File: config.mk
export PLATFORM = sky130hd
export DESIGN_NAME = pmda_host
export DESIGN_NICKNAME = d
export VERILOG_FILES = /design/src/design/pmda_pkg.sv /design/src/design/pmda_sync.sv /design/src/design/pmda_host.sv
export SDC_FILE = /design/constraint.sdc
export NUM_CORES = 1
export LEC_CHECK = 0
export BUFFER_PORTS_ARGS = -buffer_cell sky130_fd_sc_hd__buf_2
export CORE_MARGIN = 5
export CORE_UTILIZATION = 55
export CTS_BUF_LIST = sky130_fd_sc_hd__clkbuf_8
export CTS_CLUSTER_SIZE = 40
export DETAILED_ROUTE_END_ITERATION = 10
export HOLD_SLACK_MARGIN = 0.12
export PLACE_DENSITY = 0.77
export SYNTH_ARGS = -nofsm -noshare
export SYNTH_HDL_FRONTEND = slang
export SYNTH_SLANG_ARGS = --single-unit
File: constraint.sdc
create_clock -name CLK -period 5.4 [get_ports CLK]
set_input_delay 0.27 -clock CLK [delete_from_list [all_inputs] [get_ports CLK]]
set_output_delay 0.27 -clock CLK [all_outputs]
set_load 0.1 [all_outputs]
File: src/design/pmda_pkg.sv
package pmda_pkg;
    // Pin widths
    localparam int ROW_W = 9;
    localparam int COL_W = 9;
    localparam int WADDR_W = 18;
    localparam int DATA_W = 36;
    localparam int RAS_LANES = 2;
    localparam int CAS_LANES = 4;

    // Clock and times in ns
    localparam int CLK_NS = 100;
    localparam int PAUSE_NS = 100_000;
    localparam int REF_PERIOD_NS = 4_000_000;
    localparam int REF_ROWS = 512;
    localparam int PAGE_ROW_OPEN_MAX_NS = 100_000;

    // Least time rounds up, longest time rounds down
    localparam int PAUSE_CYC = (PAUSE_NS + CLK_NS - 1) / CLK_NS;
    localparam int REF_CYC = REF_PERIOD_NS / REF_ROWS / CLK_NS;
    localparam int PAGE_CYC = PAGE_ROW_OPEN_MAX_NS / CLK_NS;

    // Sequencing counts
    localparam int CAS_CYC = 5;
    localparam int CBR_RAS_CYC = 2;
    localparam int WAKE_CYCLES = 8;
    localparam int PAGE_MARGIN = 12;
    localparam int PAGE_LIMIT = PAGE_CYC - PAGE_MARGIN;

    localparam int CNT_W = 10;
    localparam int OWED_W = 10;
    localparam int WAKE_W = 4;
    localparam logic [CNT_W-1:0] CNT_ZERO = 10'h000;
    localparam logic [OWED_W-1:0] OWED_LIMIT = 10'h200;
    localparam logic [WAKE_W-1:0] WAKE_INIT = 4'h8;

    typedef enum logic [9:0] {
        ST_IDLE    = 10'h001,
        ST_PAUSE   = 10'h002,
        ST_RAS_SET = 10'h004,
        ST_ROW     = 10'h008,
        ST_COL_SET = 10'h010,
        ST_COL_STB = 10'h020,
        ST_OPEN    = 10'h040,
        ST_PRE     = 10'h080,
        ST_CBR_CAS = 10'h100,
        ST_CBR_RAS = 10'h200
    } pmda_state_t;
endpackage

File: src/design/pmda_sync.sv
`timescale 1ns/1ps
module pmda_sync (
    // Clock and reset
    input wire logic clk,
    input wire logic rst_n,
    // Pin side
    input wire logic [pmda_pkg::DATA_W-1:0] pin_i,
    // Clean side
    output logic [pmda_pkg::DATA_W-1:0] val_o
);
    import pmda_pkg::*;

    genvar i;
    generate
        for (i = 0; i < DATA_W; i++) begin : g_bit
            logic s1_q;
            logic s2_q;
            logic s3_q;
            logic v_q;
            always_ff @(posedge clk or negedge rst_n) begin
                if (!rst_n) begin
                    s1_q <= 1'b0;
                    s2_q <= 1'b0;
                    s3_q <= 1'b0;
                    v_q <= 1'b0;
                end else begin
                    s1_q <= pin_i[i];
                    s2_q <= s1_q;
                    s3_q <= s2_q;
                    if (s2_q == s3_q) begin
                        v_q <= s3_q;
                    end
                end
            end
            assign val_o[i] = v_q;
        end
    endgenerate
endmodule // pmda_sync

File: src/design/pmda_host.sv
`timescale 1ns/1ps
// Function
// - A word address of 18 bits goes out as two 9-bit halves on the shared address pins, row first, column second.
// - Write-select high makes a read and low makes a write, and it is set for every access.
// - A cycle ends with both strobes high, and the row-strobe high time precharges the memory.
// - All 512 rows are strobed within each 4 ms refresh interval by spread refresh cycles.
// - A page burst strobes one row, then pulses the column strobe per column, and ends when the row strobe rises.
// - The row strobe never stays low past 100,000 ns in one page burst.
// - A refresh is CAS-before-RAS from idle: the column strobe falls first, then the row strobe, then both rise.
// - After power-up wait 100 us and run 8 row-strobe cycles, and repeat the 8 whenever 512 refreshes are owed.
module pmda_host (
    // Clock and reset
    input wire logic CLK,
    input wire logic RST_N,
    // Request from user
    input wire logic REQ_VALID,
    input wire logic REQ_WRITE,
    input wire logic [pmda_pkg::WADDR_W-1:0] REQ_ADDR,
    input wire logic [pmda_pkg::DATA_W-1:0] REQ_WDATA,
    output logic REQ_READY,
    // Read answer
    output logic RESP_VALID,
    output logic [pmda_pkg::DATA_W-1:0] RESP_RDATA,
    // Memory pins
    output logic [pmda_pkg::ROW_W-1:0] MULTIPLEXED_ADDRESS,
    output logic [pmda_pkg::RAS_LANES-1:0] ROW_STROBE_LANES_N,
    output logic [pmda_pkg::CAS_LANES-1:0] COLUMN_STROBE_LANES_N,
    output logic WRITE_SELECT_N,
    // Data pins, three signals each
    input wire logic [pmda_pkg::DATA_W-1:0] DATA_LINES_I,
    output logic [pmda_pkg::DATA_W-1:0] DATA_LINES_O,
    output logic DATA_LINES_OE_N
);
    import pmda_pkg::*;

    pmda_state_t st_q;
    pmda_state_t st_d;
    logic [CNT_W-1:0] cnt_q;
    logic [CNT_W-1:0] cnt_d;
    logic [CNT_W-1:0] ref_tick_q;
    logic [CNT_W-1:0] page_cnt_q;
    logic [CNT_W-1:0] gap_q;
    logic [OWED_W-1:0] owed_q;
    logic [WAKE_W-1:0] wake_left_q;
    logic [ROW_W-1:0] row_q;
    logic [COL_W-1:0] col_q;
    logic wr_q;
    logic [DATA_W-1:0] wdata_q;
    logic pend_q;
    logic [DATA_W-1:0] rd_sync;
    logic accept;
    logic same_row;
    logic page_near;
    logic ref_tick;
    logic cbr_done;
    logic ras_low_d;
    logic cas_low_d;

    pmda_sync u_sync (
        .clk(CLK),
        .rst_n(RST_N),
        .pin_i(DATA_LINES_I),
        .val_o(rd_sync)
    );

    assign accept = REQ_VALID && REQ_READY;
    assign same_row = (REQ_ADDR[WADDR_W-1:COL_W] == row_q);
    assign page_near = (page_cnt_q >= CNT_W'(PAGE_LIMIT));
    assign ref_tick = (ref_tick_q == CNT_ZERO);
    assign cbr_done = (st_q == ST_CBR_RAS) && (cnt_q == CNT_ZERO);

    // Sequencer next state
    always_comb begin
        st_d = st_q;
        cnt_d = (cnt_q == CNT_ZERO) ? CNT_ZERO : cnt_q - 1'b1;
        case (st_q)
            ST_PAUSE: begin
                if (cnt_q == CNT_ZERO) begin
                    st_d = ST_IDLE;
                end
            end
            ST_IDLE: begin
                if (accept) begin
                    st_d = ST_RAS_SET;
                end else if (wake_left_q != '0 || owed_q != '0) begin
                    st_d = ST_CBR_CAS;
                end
            end
            ST_RAS_SET: st_d = ST_ROW;
            ST_ROW: st_d = ST_COL_SET;
            ST_COL_SET: begin
                st_d = ST_COL_STB;
                cnt_d = CNT_W'(CAS_CYC - 1);
            end
            ST_COL_STB: begin
                if (cnt_q == CNT_ZERO) begin
                    st_d = ST_OPEN;
                end
            end
            ST_OPEN: begin
                if (accept) begin
                    st_d = same_row ? ST_COL_SET : ST_PRE;
                end else if (owed_q != '0 || wake_left_q != '0 || page_near) begin
                    st_d = ST_PRE;
                end
            end
            ST_PRE: st_d = pend_q ? ST_RAS_SET : ST_IDLE;
            ST_CBR_CAS: begin
                st_d = ST_CBR_RAS;
                cnt_d = CNT_W'(CBR_RAS_CYC - 1);
            end
            ST_CBR_RAS: begin
                if (cnt_q == CNT_ZERO) begin
                    st_d = ST_PRE;
                end
            end
            default: st_d = ST_IDLE;
        endcase
    end

    always_comb begin
        case (st_d)
            ST_ROW, ST_COL_SET, ST_COL_STB, ST_OPEN, ST_CBR_RAS: ras_low_d = 1'b1;
            default: ras_low_d = 1'b0;
        endcase
        case (st_d)
            ST_COL_STB, ST_CBR_CAS, ST_CBR_RAS: cas_low_d = 1'b1;
            default: cas_low_d = 1'b0;
        endcase
    end

    always_ff @(posedge CLK or negedge RST_N) begin
        if (!RST_N) begin
            st_q <= ST_PAUSE;
            cnt_q <= CNT_W'(PAUSE_CYC - 1);
        end else begin
            st_q <= st_d;
            cnt_q <= cnt_d;
        end
    end

    // Request capture
    always_ff @(posedge CLK or negedge RST_N) begin
        if (!RST_N) begin
            row_q <= '0;
            col_q <= '0;
            wr_q <= 1'b0;
            wdata_q <= '0;
            pend_q <= 1'b0;
        end else begin
            if (accept) begin
                row_q <= REQ_ADDR[WADDR_W-1:COL_W];
                col_q <= REQ_ADDR[COL_W-1:0];
                wr_q <= REQ_WRITE;
                wdata_q <= REQ_WDATA;
                pend_q <= (st_q == ST_OPEN) && !same_row;
            end else if (st_q == ST_PRE) begin
                pend_q <= 1'b0;
            end
        end
    end

    // Refresh debt and wake-up
    always_ff @(posedge CLK or negedge RST_N) begin
        if (!RST_N) begin
            ref_tick_q <= CNT_W'(REF_CYC - 1);
            owed_q <= '0;
            wake_left_q <= WAKE_INIT;
        end else begin
            ref_tick_q <= ref_tick ? CNT_W'(REF_CYC - 1) : ref_tick_q - 1'b1;
            if (owed_q == OWED_LIMIT) begin
                owed_q <= '0;
                wake_left_q <= WAKE_INIT;
            end else if (cbr_done && wake_left_q != '0) begin
                wake_left_q <= wake_left_q - 1'b1;
                owed_q <= owed_q + OWED_W'(ref_tick);
            end else if (cbr_done && !ref_tick) begin
                owed_q <= owed_q - 1'b1;
            end else if (!cbr_done && ref_tick) begin
                owed_q <= owed_q + 1'b1;
            end
        end
    end

    // Row-open time of a page burst and time since the last refresh
    always_ff @(posedge CLK or negedge RST_N) begin
        if (!RST_N) begin
            page_cnt_q <= '0;
            gap_q <= '0;
        end else begin
            page_cnt_q <= (ras_low_d && st_d != ST_CBR_RAS) ? page_cnt_q + 1'b1 : CNT_ZERO;
            if (cbr_done) begin
                gap_q <= '0;
            end else if (gap_q != '1) begin
                gap_q <= gap_q + 1'b1;
            end
        end
    end

    // Pin drivers
    always_ff @(posedge CLK or negedge RST_N) begin
        if (!RST_N) begin
            ROW_STROBE_LANES_N <= '1;
            COLUMN_STROBE_LANES_N <= '1;
            WRITE_SELECT_N <= 1'b1;
            MULTIPLEXED_ADDRESS <= '0;
            DATA_LINES_O <= '0;
            DATA_LINES_OE_N <= 1'b1;
        end else begin
            ROW_STROBE_LANES_N <= {RAS_LANES{!ras_low_d}};
            COLUMN_STROBE_LANES_N <= {CAS_LANES{!cas_low_d}};
            if (st_d == ST_RAS_SET) begin
                MULTIPLEXED_ADDRESS <= accept ? REQ_ADDR[WADDR_W-1:COL_W] : row_q;
            end else if (st_d == ST_COL_SET) begin
                MULTIPLEXED_ADDRESS <= accept ? REQ_ADDR[COL_W-1:0] : col_q;
            end
            if (st_d == ST_COL_SET) begin
                WRITE_SELECT_N <= accept ? !REQ_WRITE : !wr_q;
                DATA_LINES_O <= accept ? REQ_WDATA : wdata_q;
                DATA_LINES_OE_N <= accept ? !REQ_WRITE : !wr_q;
            end else if (st_d != ST_COL_STB) begin
                WRITE_SELECT_N <= 1'b1;
                DATA_LINES_OE_N <= 1'b1;
            end
        end
    end

    // User handshake and read answer
    always_ff @(posedge CLK or negedge RST_N) begin
        if (!RST_N) begin
            REQ_READY <= 1'b0;
            RESP_VALID <= 1'b0;
            RESP_RDATA <= '0;
        end else begin
            REQ_READY <= (st_d == ST_IDLE || (st_d == ST_OPEN && !page_near))
                && owed_q == '0 && wake_left_q == '0 && !(accept && st_d == ST_IDLE);
            RESP_VALID <= (st_q == ST_COL_STB) && (cnt_q == CNT_ZERO) && !wr_q;
            if ((st_q == ST_COL_STB) && (cnt_q == CNT_ZERO) && !wr_q) begin
                RESP_RDATA <= rd_sync;
            end
        end
    end

    // Checks
    chk_we_before_cas: assert property (@(posedge CLK) disable iff (!RST_N)
        $fell(COLUMN_STROBE_LANES_N[0]) && !ROW_STROBE_LANES_N[0] |-> $stable(WRITE_SELECT_N)
        && DATA_LINES_OE_N == WRITE_SELECT_N)
        else $error("write select or data drive changed with column strobe");
    chk_ras_before_cas: assert property (@(posedge CLK) disable iff (!RST_N)
        $fell(COLUMN_STROBE_LANES_N[0]) && !ROW_STROBE_LANES_N[0] |-> $past(ROW_STROBE_LANES_N[0], 2) == 1'b0)
        else $error("column strobe fell without row strobe low first");
    chk_cbr_order: assert property (@(posedge CLK) disable iff (!RST_N)
        $fell(COLUMN_STROBE_LANES_N[0]) && ROW_STROBE_LANES_N[0] |=> $fell(ROW_STROBE_LANES_N[0]) ##2
        ROW_STROBE_LANES_N[0] && COLUMN_STROBE_LANES_N[0])
        else $error("refresh strobe order wrong");
    chk_row_addr_stable: assert property (@(posedge CLK) disable iff (!RST_N)
        $fell(ROW_STROBE_LANES_N[0]) && COLUMN_STROBE_LANES_N[0] |-> $stable(MULTIPLEXED_ADDRESS)
        && MULTIPLEXED_ADDRESS == row_q)
        else $error("row address not set up at row strobe fall");
    chk_page_open_max: assert property (@(posedge CLK) disable iff (!RST_N)
        page_cnt_q < CNT_W'(PAGE_CYC))
        else $error("row strobe held low too long");
    chk_refresh_gap: assert property (@(posedge CLK) disable iff (!RST_N)
        wake_left_q == '0 && st_q != ST_PAUSE |-> gap_q <= CNT_W'(2 * REF_CYC + PAGE_MARGIN))
        else $error("refresh cycles too far apart");
    chk_cycle_end_high: assert property (@(posedge CLK) disable iff (!RST_N)
        st_q == ST_PRE |-> ROW_STROBE_LANES_N == '1 && COLUMN_STROBE_LANES_N == '1 && DATA_LINES_OE_N)
        else $error("cycle end without both strobes high");
    chk_ready_after_wake: assert property (@(posedge CLK) disable iff (!RST_N)
        REQ_READY |-> wake_left_q == '0 && $past(st_q) != ST_PAUSE)
        else $error("ready before wake-up done");
    chk_read_resp: assert property (@(posedge CLK) disable iff (!RST_N)
        RESP_VALID |-> $past(COLUMN_STROBE_LANES_N[0]) == 1'b0 && $past(WRITE_SELECT_N, CAS_CYC) == 1'b1)
        else $error("read answer without a read column pulse");
    chk_read_floats: assert property (@(posedge CLK) disable iff (!RST_N)
        !COLUMN_STROBE_LANES_N[0] && WRITE_SELECT_N |-> DATA_LINES_OE_N)
        else $error("data driven during a read");
endmodule // pmda_host

After elaboration in Yosys (flattened, before gate mapping)
Index checks and enable logic that the tools add are counted.
{"block": "op_classes", "shifts": 0, "reduce_logical": 39, "addsub": 7, "multipliers": 0, "bitwise": 0, "div_mod_pow": 0, "muxes": 32, "eq_ne": 58, "magnitude_cmp": 1}
{"operator": "two-way mux 10 bit", "count": 14}
{"operator": "one-hot mux 10 bit (10 select lines)", "count": 1}
{"operator": "equality test 1 bit", "count": 36}
{"operator": "two-way mux 36 bit", "count": 1}
{"operator": "two-way mux 9 bit", "count": 4}
{"operator": "equality test 10 bit (second input constant)", "count": 3}
{"operator": "logical NOT 10 bit", "count": 3}
{"operator": "subtractor 10 x 1 -> 10 bit (second input constant)", "count": 3}
{"operator": "adder 10 x 1 -> 10 bit (second input constant)", "count": 2}
{"operator": "equality test 10 x 1 -> 1 bit (second input constant)", "count": 2}
{"operator": "equality test 10 x 3 -> 1 bit (second input constant)", "count": 2}
{"operator": "equality test 10 x 4 -> 1 bit (second input constant)", "count": 2}
{"operator": "equality test 10 x 5 -> 1 bit (second input constant)", "count": 2}
{"operator": "equality test 10 x 6 -> 1 bit (second input constant)", "count": 2}
{"operator": "equality test 10 x 7 -> 1 bit (second input constant)", "count": 2}
{"operator": "equality test 10 x 9 -> 1 bit (second input constant)", "count": 2}
{"operator": "one-hot mux 10 bit (2 select lines)", "count": 1}
{"operator": "logical AND 1 bit", "count": 14}
{"operator": "adder 10 x 1 -> 10 bit", "count": 1}
{"operator": "equality test 10 x 2 -> 1 bit (second input constant)", "count": 1}
{"operator": "equality test 10 x 8 -> 1 bit (second input constant)", "count": 1}
{"operator": "greater-or-equal comparator 10 bit (second input constant)", "count": 1}
{"operator": "inequality test 10 bit (second input constant)", "count": 1}
{"operator": "inequality test 10 x 6 -> 1 bit (second input constant)", "count": 1}
{"operator": "14 further kinds", "count": 35}
{"block": "word_totals", "regBits": 340, "rom_bits": 0, "ram_bits": 0, "latch_bits": 0, "inputBits": 94, "n_memories": 0}

Depth between registers and ports, before layout
Gate-level depths: netlist of run 1.
{"block": "logic_depth", "depth_word": 12, "depth_mapped": 14, "ltp_nobuf": 14}

Modules after synthesis
Synthesis of run 1 repeated with hierarchy kept, for this count alone.
{"block": "unflattened", "cells_unflattened": 892, "hier_area_um2": 13041.3}
{"mod": "pmda_host", "instances": 1, "cells_per_inst": 676, "seq_area_each_um2": 4926.0, "area_per_inst_um2": 8762.2}
{"mod": "pmda_sync", "instances": 1, "cells_per_inst": 216, "seq_area_each_um2": 3603.5, "area_per_inst_um2": 4279.1}

Worst setup path before layout of run 1
Ideal clock, no wire load.
{"block": "synth_path", "kind": "reg2reg", "from": "reg st_q[5]", "to": "reg owed_q[8]", "arrival_ps": 3672, "path_buffers": 1, "setup_slack_ps": 1600, "period_less_slack_ps": 3800, "path_stages_with_launch": 13, "cell_sequence": "dfrtp_1 -> or4_4 -> or3_4 -> or4b_1 -> buf_4 -> and2_1 -> fa_1 -> a21o_1 -> a21oi_1 -> o21ai_0 -> o41ai_1 -> xor2_1 -> o31ai_2"}
{"block": "synth_between", "elab_chain_len": 6}
{"element": "start, declared", "line": "pmda_host.sv:36", "text": "pmda_state_t st_q;"}
{"element": "start signal, assigned", "line": "pmda_host.sv:137", "text": "st_q <= st_d;"}
{"element": "equality test 10 bit (*)", "line": "pmda_host.sv:70", "text": "assign cbr_done = (st_q == ST_CBR_RAS) && (cnt_q == CNT_ZERO);"}
{"element": "logical AND 1 bit (*)", "line": "pmda_host.sv:70"}
{"element": "logical AND 1 bit", "line": "pmda_host.sv:177", "text": "end else if (cbr_done && !ref_tick) begin"}
{"element": "two-way mux 10 bit", "line": "pmda_host.sv:177"}
{"element": "two-way mux 10 bit", "line": "pmda_host.sv:174", "text": "end else if (cbr_done && wake_left_q != '0) begin"}
{"element": "two-way mux 10 bit", "line": "pmda_host.sv:171", "text": "if (owed_q == OWED_LIMIT) begin"}
{"element": "end signal, assigned", "line": "pmda_host.sv:176", "text": "owed_q <= owed_q + OWED_W'(ref_tick);"}
{"element": "end signal, assigned", "line": "pmda_host.sv:178", "text": "owed_q <= owed_q - 1'b1;"}
{"element": "end signal, assigned", "line": "pmda_host.sv:180", "text": "owed_q <= owed_q + 1'b1;"}
{"element": "end, declared", "line": "pmda_host.sv:43", "text": "logic [OWED_W-1:0] owed_q;"}
Every way passes the cells marked *; elsewhere a longest branch is shown, timed or not.
A chain may end at the register's enable or synchronous reset.

Final worst setup path of run 1
{"block": "layout_path", "from": "reg st_q[0]", "to": "reg owed_q[8]"}
The elaborated chain is that of the path after synthesis.

==> results of run 1 <==
## Yosys cell counts, types with 4 or more instances
cell type	count	area [um2]
and3_1	5	31.3
or3_1	4	25.0
maj3_1	36	360
dfrtp_1	323	8080
mux2_2	36	405
nor4_1	7	43.8
a31oi_1	37	231
ha_1	16	200
a22o_1	17	149
buf_4	6	45.0
nor2_1	92	345
nand2_1	192	721
dfstp_2	17	447
a21oi_1	9	45.0
nor2b_1	6	37.5
nor3_1	15	75.1
buf_2	11	55.1
a21o_1	14	105
nand3_1	11	55.1
clkbuf_1	21	78.8
inv_1	14	52.6
xor2_1	19	166
xnor2_1	23	201
nand4_1	9	56.3
o21ai_0	12	60.1
nor4b_1	6	52.6
## cell families after synthesis
logic type      count (synthesis)  share of synthesized area, %
compound gates                110                          6.08
xor+xnor                       42                          2.92
fa+ha+maj                      53                          4.61
buf+inv                        56                          2.02
flops                         340                          67.7
mux                            36                          3.22
simple gates                  378                          13.5
## worst max-delay path by stage
stage / startpoint / end / cells after the start
detailed placement: st_q[0] / owed_q[8] / 11
CTS: st_q[0] / owed_q[8] / 11
global route: ref_tick_q[2] / owed_q[8] / 14
finish: st_q[0] / owed_q[8] / 11
floorplan: st_q[5] / owed_q[8] / 12
global placement: st_q[0] / owed_q[8] / 11
## where the power goes
part           switching (W)  internal [W]
clock network       0.000970       0.00122
logic               0.000781      0.000374
registers           0.000188       0.00288
## per-stage QoR
| step | instance area (um2) | total power [W] | worst slack [ps] | utilization (%) |
|---|---|---|---|---|
| 2_1_floorplan | 12600 | 0.00391 | 1600 | - |
| 3_3_place_gp | 13800 | 0.00415 | 1160 | 61.0 |
| 3_5_place_dp | 13800 | 0.00419 | 1120 | 61.0 |
| 4_1_cts | 15800 | 0.00646 | 1130 | 70.1 |
| 5_1_grt | 15800 | 0.00675 | 691 | 70.1 |
| 6_report | 15800 | 0.00641 | 1080 | 70.1 |
## area by class of cell
type | count | area (um2)
clock buffer | 67 | 922
inverter | 14 | 52.6
multi-input combinational | 619 | 3840
fill | 1531 | 6750
sequential | 340 | 8530
tap | 285 | 357
timing repair buffer | 285 | 1940
clock inverter | 26 | 186
## routing by layer
layer / vias to the layer above / wire length [um] / track usage [%]
met5: - / 0 / 0
met4: 0 / 613 / 6.51
met3: 57 / 1810 / 5.03
met2: 286 / 13100 / 34.6
met1: 4264 / 11700 / 28.6
li1: 4062 / - / -
## flip-flops by register name (all words and copies together) (netlist names)
name / count
pend_q: 1
cnt_q: 10
wdata_q: 36
MULTIPLEXED_ADDRESS: 9
RESP_VALID: 1
u_sync.g_bit.s3_q: 36
RESP_RDATA: 36
u_sync.g_bit.s1_q: 36
col_q: 9
page_cnt_q: 10
DATA_LINES_O: 36
row_q: 9
st_q: 10
u_sync.g_bit.s2_q: 36
owed_q: 10
wake_left_q: 4
u_sync.g_bit.v_q: 36
ref_tick_q: 10
wr_q: 1
DATA_LINES_OE_N: 1
COLUMN_STROBE_LANES_N: 1
ROW_STROBE_LANES_N: 1
REQ_READY: 1
## worst reg2reg max path, cell delays in order, from the launching register on
cell	delay, ps
dfrtp_1	500
or4_4	580
or3_4	350
or4b_1	690
and2_1	380
fa_1	490
a21o_1	190
a21oi_1	220
o21ai_0	170
o41ai_1	350
xor2_1	130
o31ai_2	190
==> impl_summary.md, run 1 <==
Run status
The run finished with clean final reports.

Synth
Sequential elements use 67.7% of the synthesized area. Dividing the synthesized area by the synthesized cell count gives around 12 um2. During synthesis, Yosys emitted a total of 0 warnings. The synthesized netlist contains 63 unique library cells.

The number of enable-type register cells in the synthesized netlist is 0. The synthesized netlist cell count is roughly 1000. In this run the cell area of the synthesized design comes to between 10000 and 15000 um2.

The number of nets in the synthesized netlist is approximately 1100. The flip-flop and latch count after synthesis is 340. The fraction of registers with async set or reset after synthesis is 100%.

The most instantiated flip-flop cell in the synthesis netlist is dfrtp_1.

Final layout
The commonest non-fill, non-tap cell in the layout is dfrtp_1. The post-synthesis to final-layout area growth is 25.5%. 0 antenna diodes ended up in the layout.

Leaving out fill and tap cells, the most frequent cells in the layout are dfrtp_1 (323), nand2_1 (191), buf_2 (183). The layout cell share with drive strength beyond 1 is around 25%. At the end of the flow, the number of nets in the layout was between 1000 and 1500.

The finished layout holds around 1600 standard cells, fillers aside.

Floorplan
From left edge to right edge, the die measures ~160 um. The die is around 160 um tall. The die area is around 26000 um2.

For this design the top-level I/O count stands at 185. The initial standard-cell utilization of the core is a little under three fifths. The number of placement rows is 55. The core region is between 20000 and 25000 um2.

Timing
The peak clock frequency supported by timing is between 0.2 and 0.25 GHz. For the pin with the worst max-slew slack, the measured transition is around 1000 ps. The summed negative setup slack over all endpoints is 0 ps.

Setup repair after global routing left no endpoint under its margin. After layout, the worst path uses around four fifths of the clock period. The number of failing setup endpoints in the final timing report is 0.

The tightest hold path in the finished design has a slack of 327 ps. The final count of pins violating max slew came to 0. The post-route clock skew is 26.1 ps.

The number of failing hold endpoints at the final stage was 0. The clock period minus worst slack is roughly 4300 ps. Headroom to the max-slew limit came out at roughly 32%.

GRT
The first-pass GRT wire length is between 40000 and 50000 um. Entering global routing, the biggest net connects between 100 and 150 pins. The total grt overflow is 0. The all-layer global routing usage is 21.2%. The number of antenna violations at the first check in global routing was 0. The number of global-route vias before repair is 9092.

Setup path
STA classifies the critical path endpoint as a flip-flop. For the worst setup path, the data required time is a little under 6000 ps. The launch point of the worst reg-to-reg path is st_q[0]. The kind of cell with the highest combined delay along the critical path is simple AND/OR/NAND/NOR gates. Walking the worst path, the cells encountered are or4_4 -> or3_4 -> or4b_1 -> and2_1 -> fa_1 -> a21o_1 -> a21oi_1 -> o21ai_0 -> o41ai_1 -> xor2_1 -> o31ai_2. In this run the critical register-to-register path is captured at owed_q[8]. The depth of the most critical reg-to-reg path is 11. The number of buffers and inverters on the critical path is 0. The worst reg-to-reg setup slack is around 1100 ps.

Of all nets on the critical path, the largest fanout is 11. The slowest stage of the critical path is the or4b_1 cell. The start-to-end type of the worst setup path is flip-flop to flip-flop. The sort of element at the start of the critical path is a flip-flop. The longest individual stage delay on the worst path is 690 ps.

The worst path arrival time is roughly 4800 ps.

Clock network
The CTS tree is built. The hold-fix buffer count after cts is 94. Buffers inserted during clock tree synthesis total around 50.

In this run, post-CTS repair resized a total of 0 instances. The clock root buffer master is clkbuf_8. Buffers added to address setup during post-CTS repair amount to 0. The clock tree synthesis step divided the H-tree into 2 levels. After clock tree synthesis, the clock-pin slew on the worst setup and hold paths is 60 ps. The source-to-sink clock delay at the later pin of the worst-skew pair is 580 ps. CTS saw 340 sinks. The maximum number of buffers from clock root to sink is 3.

Route
The first detailed-routing pass ran for 5 iterations. In the routed layout, each cell is associated on average with a via count of between 5 and 6. The overall routed net length is 27200 um. The post-detailed-route DRC marker count is 0.

After detailed routing, the average wire length per cell comes to approximately 17 um. Summing over every cut layer, the via total after detailed routing is between 8000 and 9000. The detail route stage leaves a number of antenna-violating nets equal to 0.

The first routing iteration left slightly below 600 violations.

Power and ir drop
Across the VDD grid, the largest voltage drop is between 0.0002 and 0.0003 V. In this run the static leakage power is ~7.9 nW. For this design the ratio of total power to cell area is approximately 410 nW/um2.

Min path
The worst hold path passes through 2 cells. The startpoint of the lowest-slack hold path is DATA_LINES_I[8]. The path class of the tightest hold or removal check is input port to flip-flop. The worst hold path terminates at u_sync.g_bit[8].s1_q.

Placed design
The number of placed instances, taps included, is about 1400. The number of buffers added on ports is approximately 180. Summed over all nets, the half-perimeter wirelength after detailed placement is approximately 16000 um. Routability-driven placement finished with a final weighted congestion of between 0.8 and 0.9.

Job
The number of maximum-capacitance violations is 0.
No activity file was read; power rests on OpenSTA's default activity.
==> inputs of run 2 (changes only) <==
==> constraint.sdc (replaced) <==
create_clock -name CLK -period 4 [get_ports CLK]
set_input_delay 0.2 -clock CLK [delete_from_list [all_inputs] [get_ports CLK]]
set_output_delay 0.2 -clock CLK [all_outputs]
set_load 0.1 [all_outputs]
==> impl_summary.md, run 2 (synthesis results as in run 1) <==
Clock network
The CTS tree is built (unchanged). The clock root buffer master was clkbuf_8 (unchanged). The maximum number of buffers from clock root to sink is 3 (unchanged).

The H-tree level count was 2 (unchanged). The clock input transition at the sequential cells of the worst setup and hold paths is 70 ps (was 60 ps). The CTS buffer count came to 53 (was 51). The number of buffers added for setup after CTS is 0 (unchanged). The source-to-sink clock delay at the later pin of the worst-skew pair came to 580 ps (about the same).

The total clock sinks is 340 (unchanged).

Setup path
The element type at the critical path end was a flip-flop (unchanged). The worst path arrival time came to 4260 ps (was 4800 ps). The largest fanout on the critical path is 8 (was 11). The worst reg-to-reg setup slack is 200 ps (was 1080 ps). The reg-to-reg endpoint is owed_q[8] (unchanged). The depth of the most critical reg-to-reg path came to 11 (unchanged).

The sort of element at the start of the critical path is a flip-flop (unchanged). The data required time of the worst path was 4460 ps (was 5880 ps). The launch point of the worst reg-to-reg path is st_q[5] (was st_q[0]). The start-to-end type of the worst setup path is flip-flop to flip-flop (unchanged).

Min path
The type of the most critical hold path was input port to flip-flop (unchanged). The endpoint of the worst hold path is pend_q (was u_sync.g_bit[8].s1_q). The number of cells on the worst hold path is 4 (was 2).

The startpoint of the lowest-slack hold path is REQ_VALID (was DATA_LINES_I[8]).

Run status
Run status: complete, no violations (unchanged).

Timing
The headroom to the max-slew limit was 36.7% (was 32.4%). The number of failing setup endpoints in the final timing report is 0 (unchanged). The summed negative setup slack over all endpoints was 0 ps (unchanged). The final worst-path cycle share is 95.0% (was 80.0%). The final count of pins violating max slew is 0 (unchanged). The slew at the pin closest to its max-slew limit is 949 ps (was 1010 ps).

The clock period minus worst slack is 3800 ps (was 4320 ps). The number of failing hold endpoints at the final stage is 0 (unchanged). The peak clock frequency supported by timing is 0.263 GHz (was 0.231 GHz). Setup repair after global routing missed its margin: no (unchanged). The post-route clock skew is 41.9 ps (was 26.1 ps).

Final layout
The layout cell share with drive strength beyond 1 is 26.5% (was 25.0%). The number of standard cells in the layout, taps in and fillers out was 1658 (was 1636). The combined flip-flop and latch cell area is 8530 um2 (unchanged).

The commonest non-fill, non-tap cell in the layout is dfrtp_1 (unchanged). The area used by multi-input combinational logic is 3870 um2 (was 3840 um2). The net count of the finished layout is 1440 (was 1422). The number of inserted filler cells in the final layout is 1518 (was 1531). The post-synthesis to final-layout area growth is 27.0% (was 25.5%). Commonest cells after routing, fill and taps aside: dfrtp_1 (323), nand2_1 (191), buf_2 (183) (unchanged).

Job
The number of maximum-capacitance violations came to 0 (unchanged).

Placed design
The placed wire-length estimate after detailed placement came to 17000 um (was 16500 um). The number of buffers added on ports was 184 (unchanged). The routability-driven placement congestion ratio is 0.844 (was 0.882). The number of placed instances, taps included is 1467 (was 1449).

Floorplan
The initial standard-cell utilization of the core is 55.8% (unchanged). The horizontal die dimension is 161 um (unchanged). The area inside the core boundary was 22600 um2 (unchanged). The die area is 26000 um2 (unchanged). The vertical extent of the die is 161 um (unchanged). The number of placement rows was 55 (unchanged). The number of primary I/O pins is 185 (unchanged).

Power and ir drop
The worst supply voltage drop on vdd is 0.000474 V (was 0.000266 V). The total power density per cell area is 543 nW/um2 (was 405 nW/um2). The leakage power was 8.04 nW (was 7.92 nW). The overall power is 0.00869 W (was 0.00641 W).

GRT
The number of global-route vias before repair was 9240 (was 9092). The total grt overflow is 0 (unchanged). The first-pass GRT wire length is 46300 um (was 45500 um). The largest net degree at the start of global routing is 133 (was 142). The number of antenna violations at the first check in global routing is 1 (was 0).

The all-layer global routing usage is 21.6% (was 21.2%).

Route
The overall routed net length is 27500 um (was 27200 um). The average routed wire per standard cell is 16.6 um (about the same). The remaining antenna violation count after routing came to 0 (unchanged). The routed via count divided by cell count is 5.27 (was 5.30). The post-detailed-route DRC marker count is 0 (unchanged). The count of vias placed by the detailed router came to 8734 (was 8669). The violation count after the first detailed-route iteration came to 580 (was 582).

The length of the first detailed-routing pass in iterations is 5 (unchanged).
==> run 2: cell types whose count changed in the layout (fill, tap and decap cells not counted), moves of 2 or more <==
cell           delta
clkinvlp_4        +2
buf_4            +17
dlygate4sd3_1     -2
clkbuf_8          +3
inv_1             +4
clkinv_2          -2
==> run 2: how the worst max path moves through the flow <==
stage / start / to / slack [ps]
5_1_grt: st_q[5] / owed_q[9] / 50
2_1_floorplan: st_q[5] / owed_q[8] / 200
6_report: st_q[5] / owed_q[8] / 200
3_3_place_gp: st_q[5] / owed_q[8] / 130
3_5_place_dp: st_q[5] / owed_q[9] / 40
4_1_cts: st_q[5] / owed_q[9] / 30
==> run 2: per-layer routing <==
layer	vias up	wire, um	GRT usage (%)
met4	0	428	5.70
met2	276	13700	36.2
met3	40	1950	5.77
li1	4089	-	-
met1	4329	11400	28.3
met5	-	0	0
==> run 2: power by group <==
| group | switching, W | internal [W] |
|---|---|---|
| Combinational | 0.00106 | 0.000528 |
| Clock | 0.00132 | 0.00164 |
| Sequential | 0.000242 | 0.00389 |
| Total | 0.00263 | 0.00606 |
==> run 2: final cells by class <==
cell class,instances,share of cell area [%]
Antenna cell,1,0.0156
Clock buffer,70,6.02
Clock inverter,28,1.03
Inverter,14,0.328
Multi-Input combinational cell,619,24.2
Sequential cell,340,53.3
Tap cell,285,2.23
Timing Repair Buffer,301,12.9
==> run 2: timing repair <==
action | CTS | global route
hold buffers | 92 | 0
endpoints found under the hold margin | 255 | 0
gates resized for setup | 0 | 6
setup endpoints to repair | 0 | 2
==> run 2: metrics by stage <==
step / hold slack, ps / worst slack [ps] / utilization [%] / cell area (um2)
2_1_floorplan: -95.6 / 200 / - / 12600
3_3_place_gp: 308 / 133 / 61.7 / 13900
3_5_place_dp: 309 / 35.3 / 61.7 / 13900
4_1_cts: 196 / 30.3 / 70.7 / 16000
5_1_grt: 220 / 49.5 / 70.9 / 16000
6_report: 228 / 198 / 70.9 / 16000
==> run 2: critical path, cell delays in order (launching register included) <==
cell	delay (ps)
dfrtp_1	450
or4_4	550
or3_4	350
or4b_1	530
and2_2	300
fa_1	430
a21o_1	170
a21oi_1	180
o21ai_0	170
o41ai_2	280
xor2_1	210
o31ai_2	70
==> inputs of run 3 (changes only) <==
--- a/config.mk
+++ b/config.mk
@@ -5,14 +5,15 @@
 export SDC_FILE = /design/constraint.sdc
 export NUM_CORES = 1
 export LEC_CHECK = 0
+export ABC_AREA = 1
 export BUFFER_PORTS_ARGS = -buffer_cell sky130_fd_sc_hd__buf_2
 export CORE_MARGIN = 5
 export CORE_UTILIZATION = 55
-export CTS_BUF_LIST = sky130_fd_sc_hd__clkbuf_8
 export CTS_CLUSTER_SIZE = 40
 export DETAILED_ROUTE_END_ITERATION = 10
 export HOLD_SLACK_MARGIN = 0.12
 export PLACE_DENSITY = 0.77
 export SYNTH_ARGS = -nofsm -noshare
 export SYNTH_HDL_FRONTEND = slang
+export SYNTH_HIERARCHICAL = 1
 export SYNTH_SLANG_ARGS = --single-unit
==> impl_summary.md, run 3 <==
Run status
Run status: complete, no violations (unchanged).

Synth
The net count after synthesis came to 1524 (was 1126). The cell type with the highest aggregate area in the netlist is dfrtp_1 (unchanged). The area share of the largest cell type after synthesis is 59.5% (was 64.1%). The post-synthesis average cell area is 9.62 um2 (was 12.4 um2).

The synthesized netlist cell count is 1413 (was 1015). The most repeated cell in the gate-level netlist after synthesis was nand2_1 (was dfrtp_1). The flip-flop and latch count after synthesis is 340 (unchanged).

The number of synthesis warnings is 6 (was 0). The count of unique library cells instantiated by Yosys came to 44 (was 63). The mapped cell area is 13600 um2 (was 12600 um2). The most instantiated flip-flop cell in the synthesis netlist is dfrtp_1 (unchanged). The number of enable-type register cells in the synthesized netlist is 0 (unchanged). The fraction of registers with async set or reset after synthesis is 100% (unchanged).

The sequential cell area fraction in the yosys report came to 62.7% (was 67.7%). Synth cell count leaders: nand2_1 (494), dfrtp_1 (323), inv_1 (108) (was dfrtp_1 (323), nand2_1 (192), nor2_1 (92)). Main area contributors after synthesis: dfrtp_1 (59%), nand2_1 (14%), dfstp_2 (3.3%), inv_1 (3.0%), nand3_1 (2.9%) (was dfrtp_1 (64%), nand2_1 (5.7%), dfstp_2 (3.5%), mux2_2 (3.2%), maj3_1 (2.9%)).

Placed design
The routability-driven placement congestion ratio is 0.920 (was 0.844). The number of buffers added on ports is 184 (unchanged). The setup slack at placement is 663 ps (was 35.3 ps). The placed wire-length estimate after detailed placement is 18600 um (was 17000 um).

Route
The post-detailed-route DRC marker count is 0 (unchanged). The average routed wire per standard cell is 15.1 um (was 16.6 um). The remaining antenna violation count after routing is 0 (unchanged). The overall routed net length is 30400 um (was 27500 um). The count of vias placed by the detailed router is 10100 (was 8734). The routed wire length on met2 is 15300 um (was 13700 um). The top routing layer in use is met4 (unchanged). The length of the first detailed-routing pass in iterations is 5 (unchanged). The routed via count divided by cell count is 5.03 (was 5.27).

The sum of met3 wire segment lengths after detailed routing is 1750 um (was 1950 um). The violation count after the first detailed-route iteration is 742 (was 580). The detailed-route wire length on metal 1 is 12600 um (was 11400 um).

Final layout
Commonest cells after routing, fill and taps aside: nand2_1 (493), dfrtp_1 (323), buf_2 (183) (was dfrtp_1 (323), nand2_1 (191), buf_2 (183)). The commonest non-fill, non-tap cell in the layout is nand2_1 (was dfrtp_1). The net count of the finished layout is 1773 (was 1440). The layout cell share with drive strength beyond 1 is 17.8% (was 26.5%). The post-synthesis to final-layout area growth is 23.0% (was 27.0%). The count of antenna diodes in the layout is 0 (was 1).

Power and ir drop
The internal power contribution came to 0.00661 W (was 0.00606 W). The combinational power share is 22.9% (was 18.3%). The sequential share of power came to 42.8% (was 47.6%). The leakage power was 8.91 nW (was 8.04 nW). The switching portion of total power was 33.0% (was 30.2%). The power share of the clock group is 34.2% (was 34.1%). The worst supply voltage drop on vdd is 0.000387 V (was 0.000474 V). The net switching power figure is 0.00326 W (was 0.00263 W). The total power density per cell area is 591 nW/um2 (was 543 nW/um2).

Setup path
The sort of element at the start of the critical path was a flip-flop (unchanged). The start-to-end type of the worst setup path is flip-flop to flip-flop (unchanged). The element type at the critical path end is a flip-flop (unchanged). The critical path's most frequent cell is nand2_1. The worst path arrival time is 3800 ps (was 4260 ps). The largest fanout on the critical path is 9 (was 8).

The longest individual stage delay on the worst path is 540 ps (was 550 ps). The count of buffer and inverter cells on the critical path was 4 (was 0). Series of cell instances along the critical path: inv_1 -> ha_1 -> nand2_1 -> nor2_1 -> nand2_1 -> nor2_1 -> nand2_1 -> nor3_1 -> buf_4 -> inv_1 -> ha_1 -> nand2_1 -> inv_1 -> ha_1 -> a21oi_1 -> nand2_1 -> a21oi_1 -> xor2_1 -> o21ai_2 (was or4_4 -> or3_4 -> or4b_1 -> and2_2 -> fa_1 -> a21o_1 -> a21oi_1 -> o21ai_0 -> o41ai_2 -> xor2_1 -> o31ai_2). The critical path's top delay family is adder cells (was simple AND/OR/NAND/NOR gates). The standard cell with the maximum stage delay on the critical path is dfstp_2 (was or4_4). The data required time of the worst path is 4400 ps (was 4460 ps).

Timing
The slew at the pin closest to its max-slew limit is 915 ps (was 949 ps). The post-route clock skew is 13.7 ps (was 41.9 ps). The headroom to the max-slew limit is 39.0% (was 36.7%). The number of failing setup endpoints in the final timing report is 0 (unchanged). The final count of pins violating max slew is 0 (unchanged). The clock period minus worst slack was 3400 ps (was 3800 ps). Setup repair after global routing missed its margin: no (unchanged). The summed negative setup slack over all endpoints is 0 ps (unchanged).

The worst hold-check slack was 317 ps (was 228 ps). The final setup slack of the worst path is 601 ps (was 198 ps). The number of failing hold endpoints at the final stage is 0 (unchanged). The final worst-path cycle share came to 85.0% (was 95.0%).

The peak clock frequency supported by timing came to 0.294 GHz (was 0.263 GHz).

Floorplan
The initial standard-cell utilization of the core is 55.9% (was 55.8%). The number of placement rows is 57 (was 55). The horizontal die dimension came to 167 um (was 161 um). The area inside the core boundary is 24300 um2 (was 22600 um2).

The vertical extent of the die is 167 um (was 161 um). The number of primary I/O pins came to 185 (unchanged). The die area came to 28000 um2 (was 26000 um2).

Clock network
The clock input transition at the sequential cells of the worst setup and hold paths came to 60 ps (was 70 ps). The CTS tree is built (unchanged). The H-tree level count was 2 (unchanged). The source-to-sink clock delay at the later pin of the worst-skew pair is 520 ps (was 580 ps).

The hold-fix buffer count after cts was 93 (was 92). The quantity of gates resized following cts is 0 (unchanged). The number of buffers added for setup after CTS is 0 (unchanged). The CTS buffer count is 35 (was 53).

The clock root buffer master is clkbuf_16 (was clkbuf_8). The total clock sinks is 340 (unchanged). The maximum number of buffers from clock root to sink came to 3 (unchanged).

Job
The number of maximum-capacitance violations was 0 (unchanged).

GRT
The largest net degree at the start of global routing is 124 (was 133). The number of global-route vias before repair was 10700 (was 9240). The all-layer global routing usage is 22.0% (was 21.6%). The total grt overflow is 0 (unchanged). The number of antenna violations at the first check in global routing was 0 (was 1).

The first-pass GRT wire length came to 51600 um (was 46300 um).

Min path
The type of the most critical hold path is input port to flip-flop (unchanged).
## run 3: cell types whose count changed after synthesis, sizes merged, moves of 11 or more
| cell | delta |
|---|---|
| a21o | -11 |
| nand2 | +306 |
| clkbuf | -14 |
| a22o | -17 |
| nand3 | +72 |
| o21ai | +12 |
| inv | +102 |
| maj3 | -36 |
| a21oi | +52 |
| buf | +47 |
| a31oi | -36 |
| nor2 | +23 |
| mux2 | -36 |
## run 3: worst paths after layout
check	startpoint	endpoint	slack [ps]	depth (start not counted)
setup reg to reg	ref_tick_q[0]	owed_q[5]	600	19
hold / removal	DATA_LINES_I[21]	u_sync/g_bit[21].s1_q	320	2
min in group asynchronous	RST_N	u_sync/g_bit[0].v_q	380	2
setup / recovery	ref_tick_q[0]	owed_q[5]	600	19
max in group asynchronous	RST_N	ref_tick_q[6]	2670	3
hold reg to reg	u_sync/g_bit[14].s1_q	u_sync/g_bit[14].s2_q	350	0
## run 3: cells by family after synthesis
| family | after synthesis | synth area share, % |
|---|---|---|
| compound gates | 102 | 4.22 |
| simple gates | 729 | 22.4 |
| fa+ha+maj | 17 | 1.62 |
| flops | 340 | 62.7 |
| buf+inv | 191 | 6.83 |
| xor+xnor | 34 | 2.19 |
## run 3: area by class of cell
class                   instances  area (um2)
flip-flops and latches        340        8530
fillers                      1754        7600
multi-input cells             882        4140
repair buffers                287        1970
clock buffers                  54        1040
inverters                     116         443
well taps                     324         405
clock inverters                10         193
## run 3: power groups by stage
| stage | combinational (W) | clock (W) | sequential (W) |
|---|---|---|---|
| floorplan | 0.00111 | 0 | 0.00488 |
| global placement | 0.00213 | 0 | 0.00425 |
| detailed placement | 0.00217 | 0 | 0.00428 |
| CTS | 0.00226 | 0.00346 | 0.00422 |
| global route | 0.00248 | 0.00362 | 0.00428 |
| finish | 0.00226 | 0.00338 | 0.00423 |
## run 3: routing by layer
layer | GRT usage [%] | up-vias
met5 | 0 | -
li1 | - | 4869
met4 | 6.74 | 0
met2 | 38.6 | 286
met3 | 4.55 | 69
met1 | 27.9 | 4910
## run 3: stage by stage
step | utilization [%] | cells | area, um2 | total power (W)
floorplan | - | 1413 | 13600 | 0.00599
global placement | 59.9 | 1856 | 14600 | 0.00638
CTS | 68.8 | 2013 | 16700 | 0.00994
global route | 68.8 | 2013 | 16700 | 0.0104
finish | 68.8 | 2013 | 16700 | 0.00988
detailed placement | 59.9 | 1856 | 14600 | 0.00644
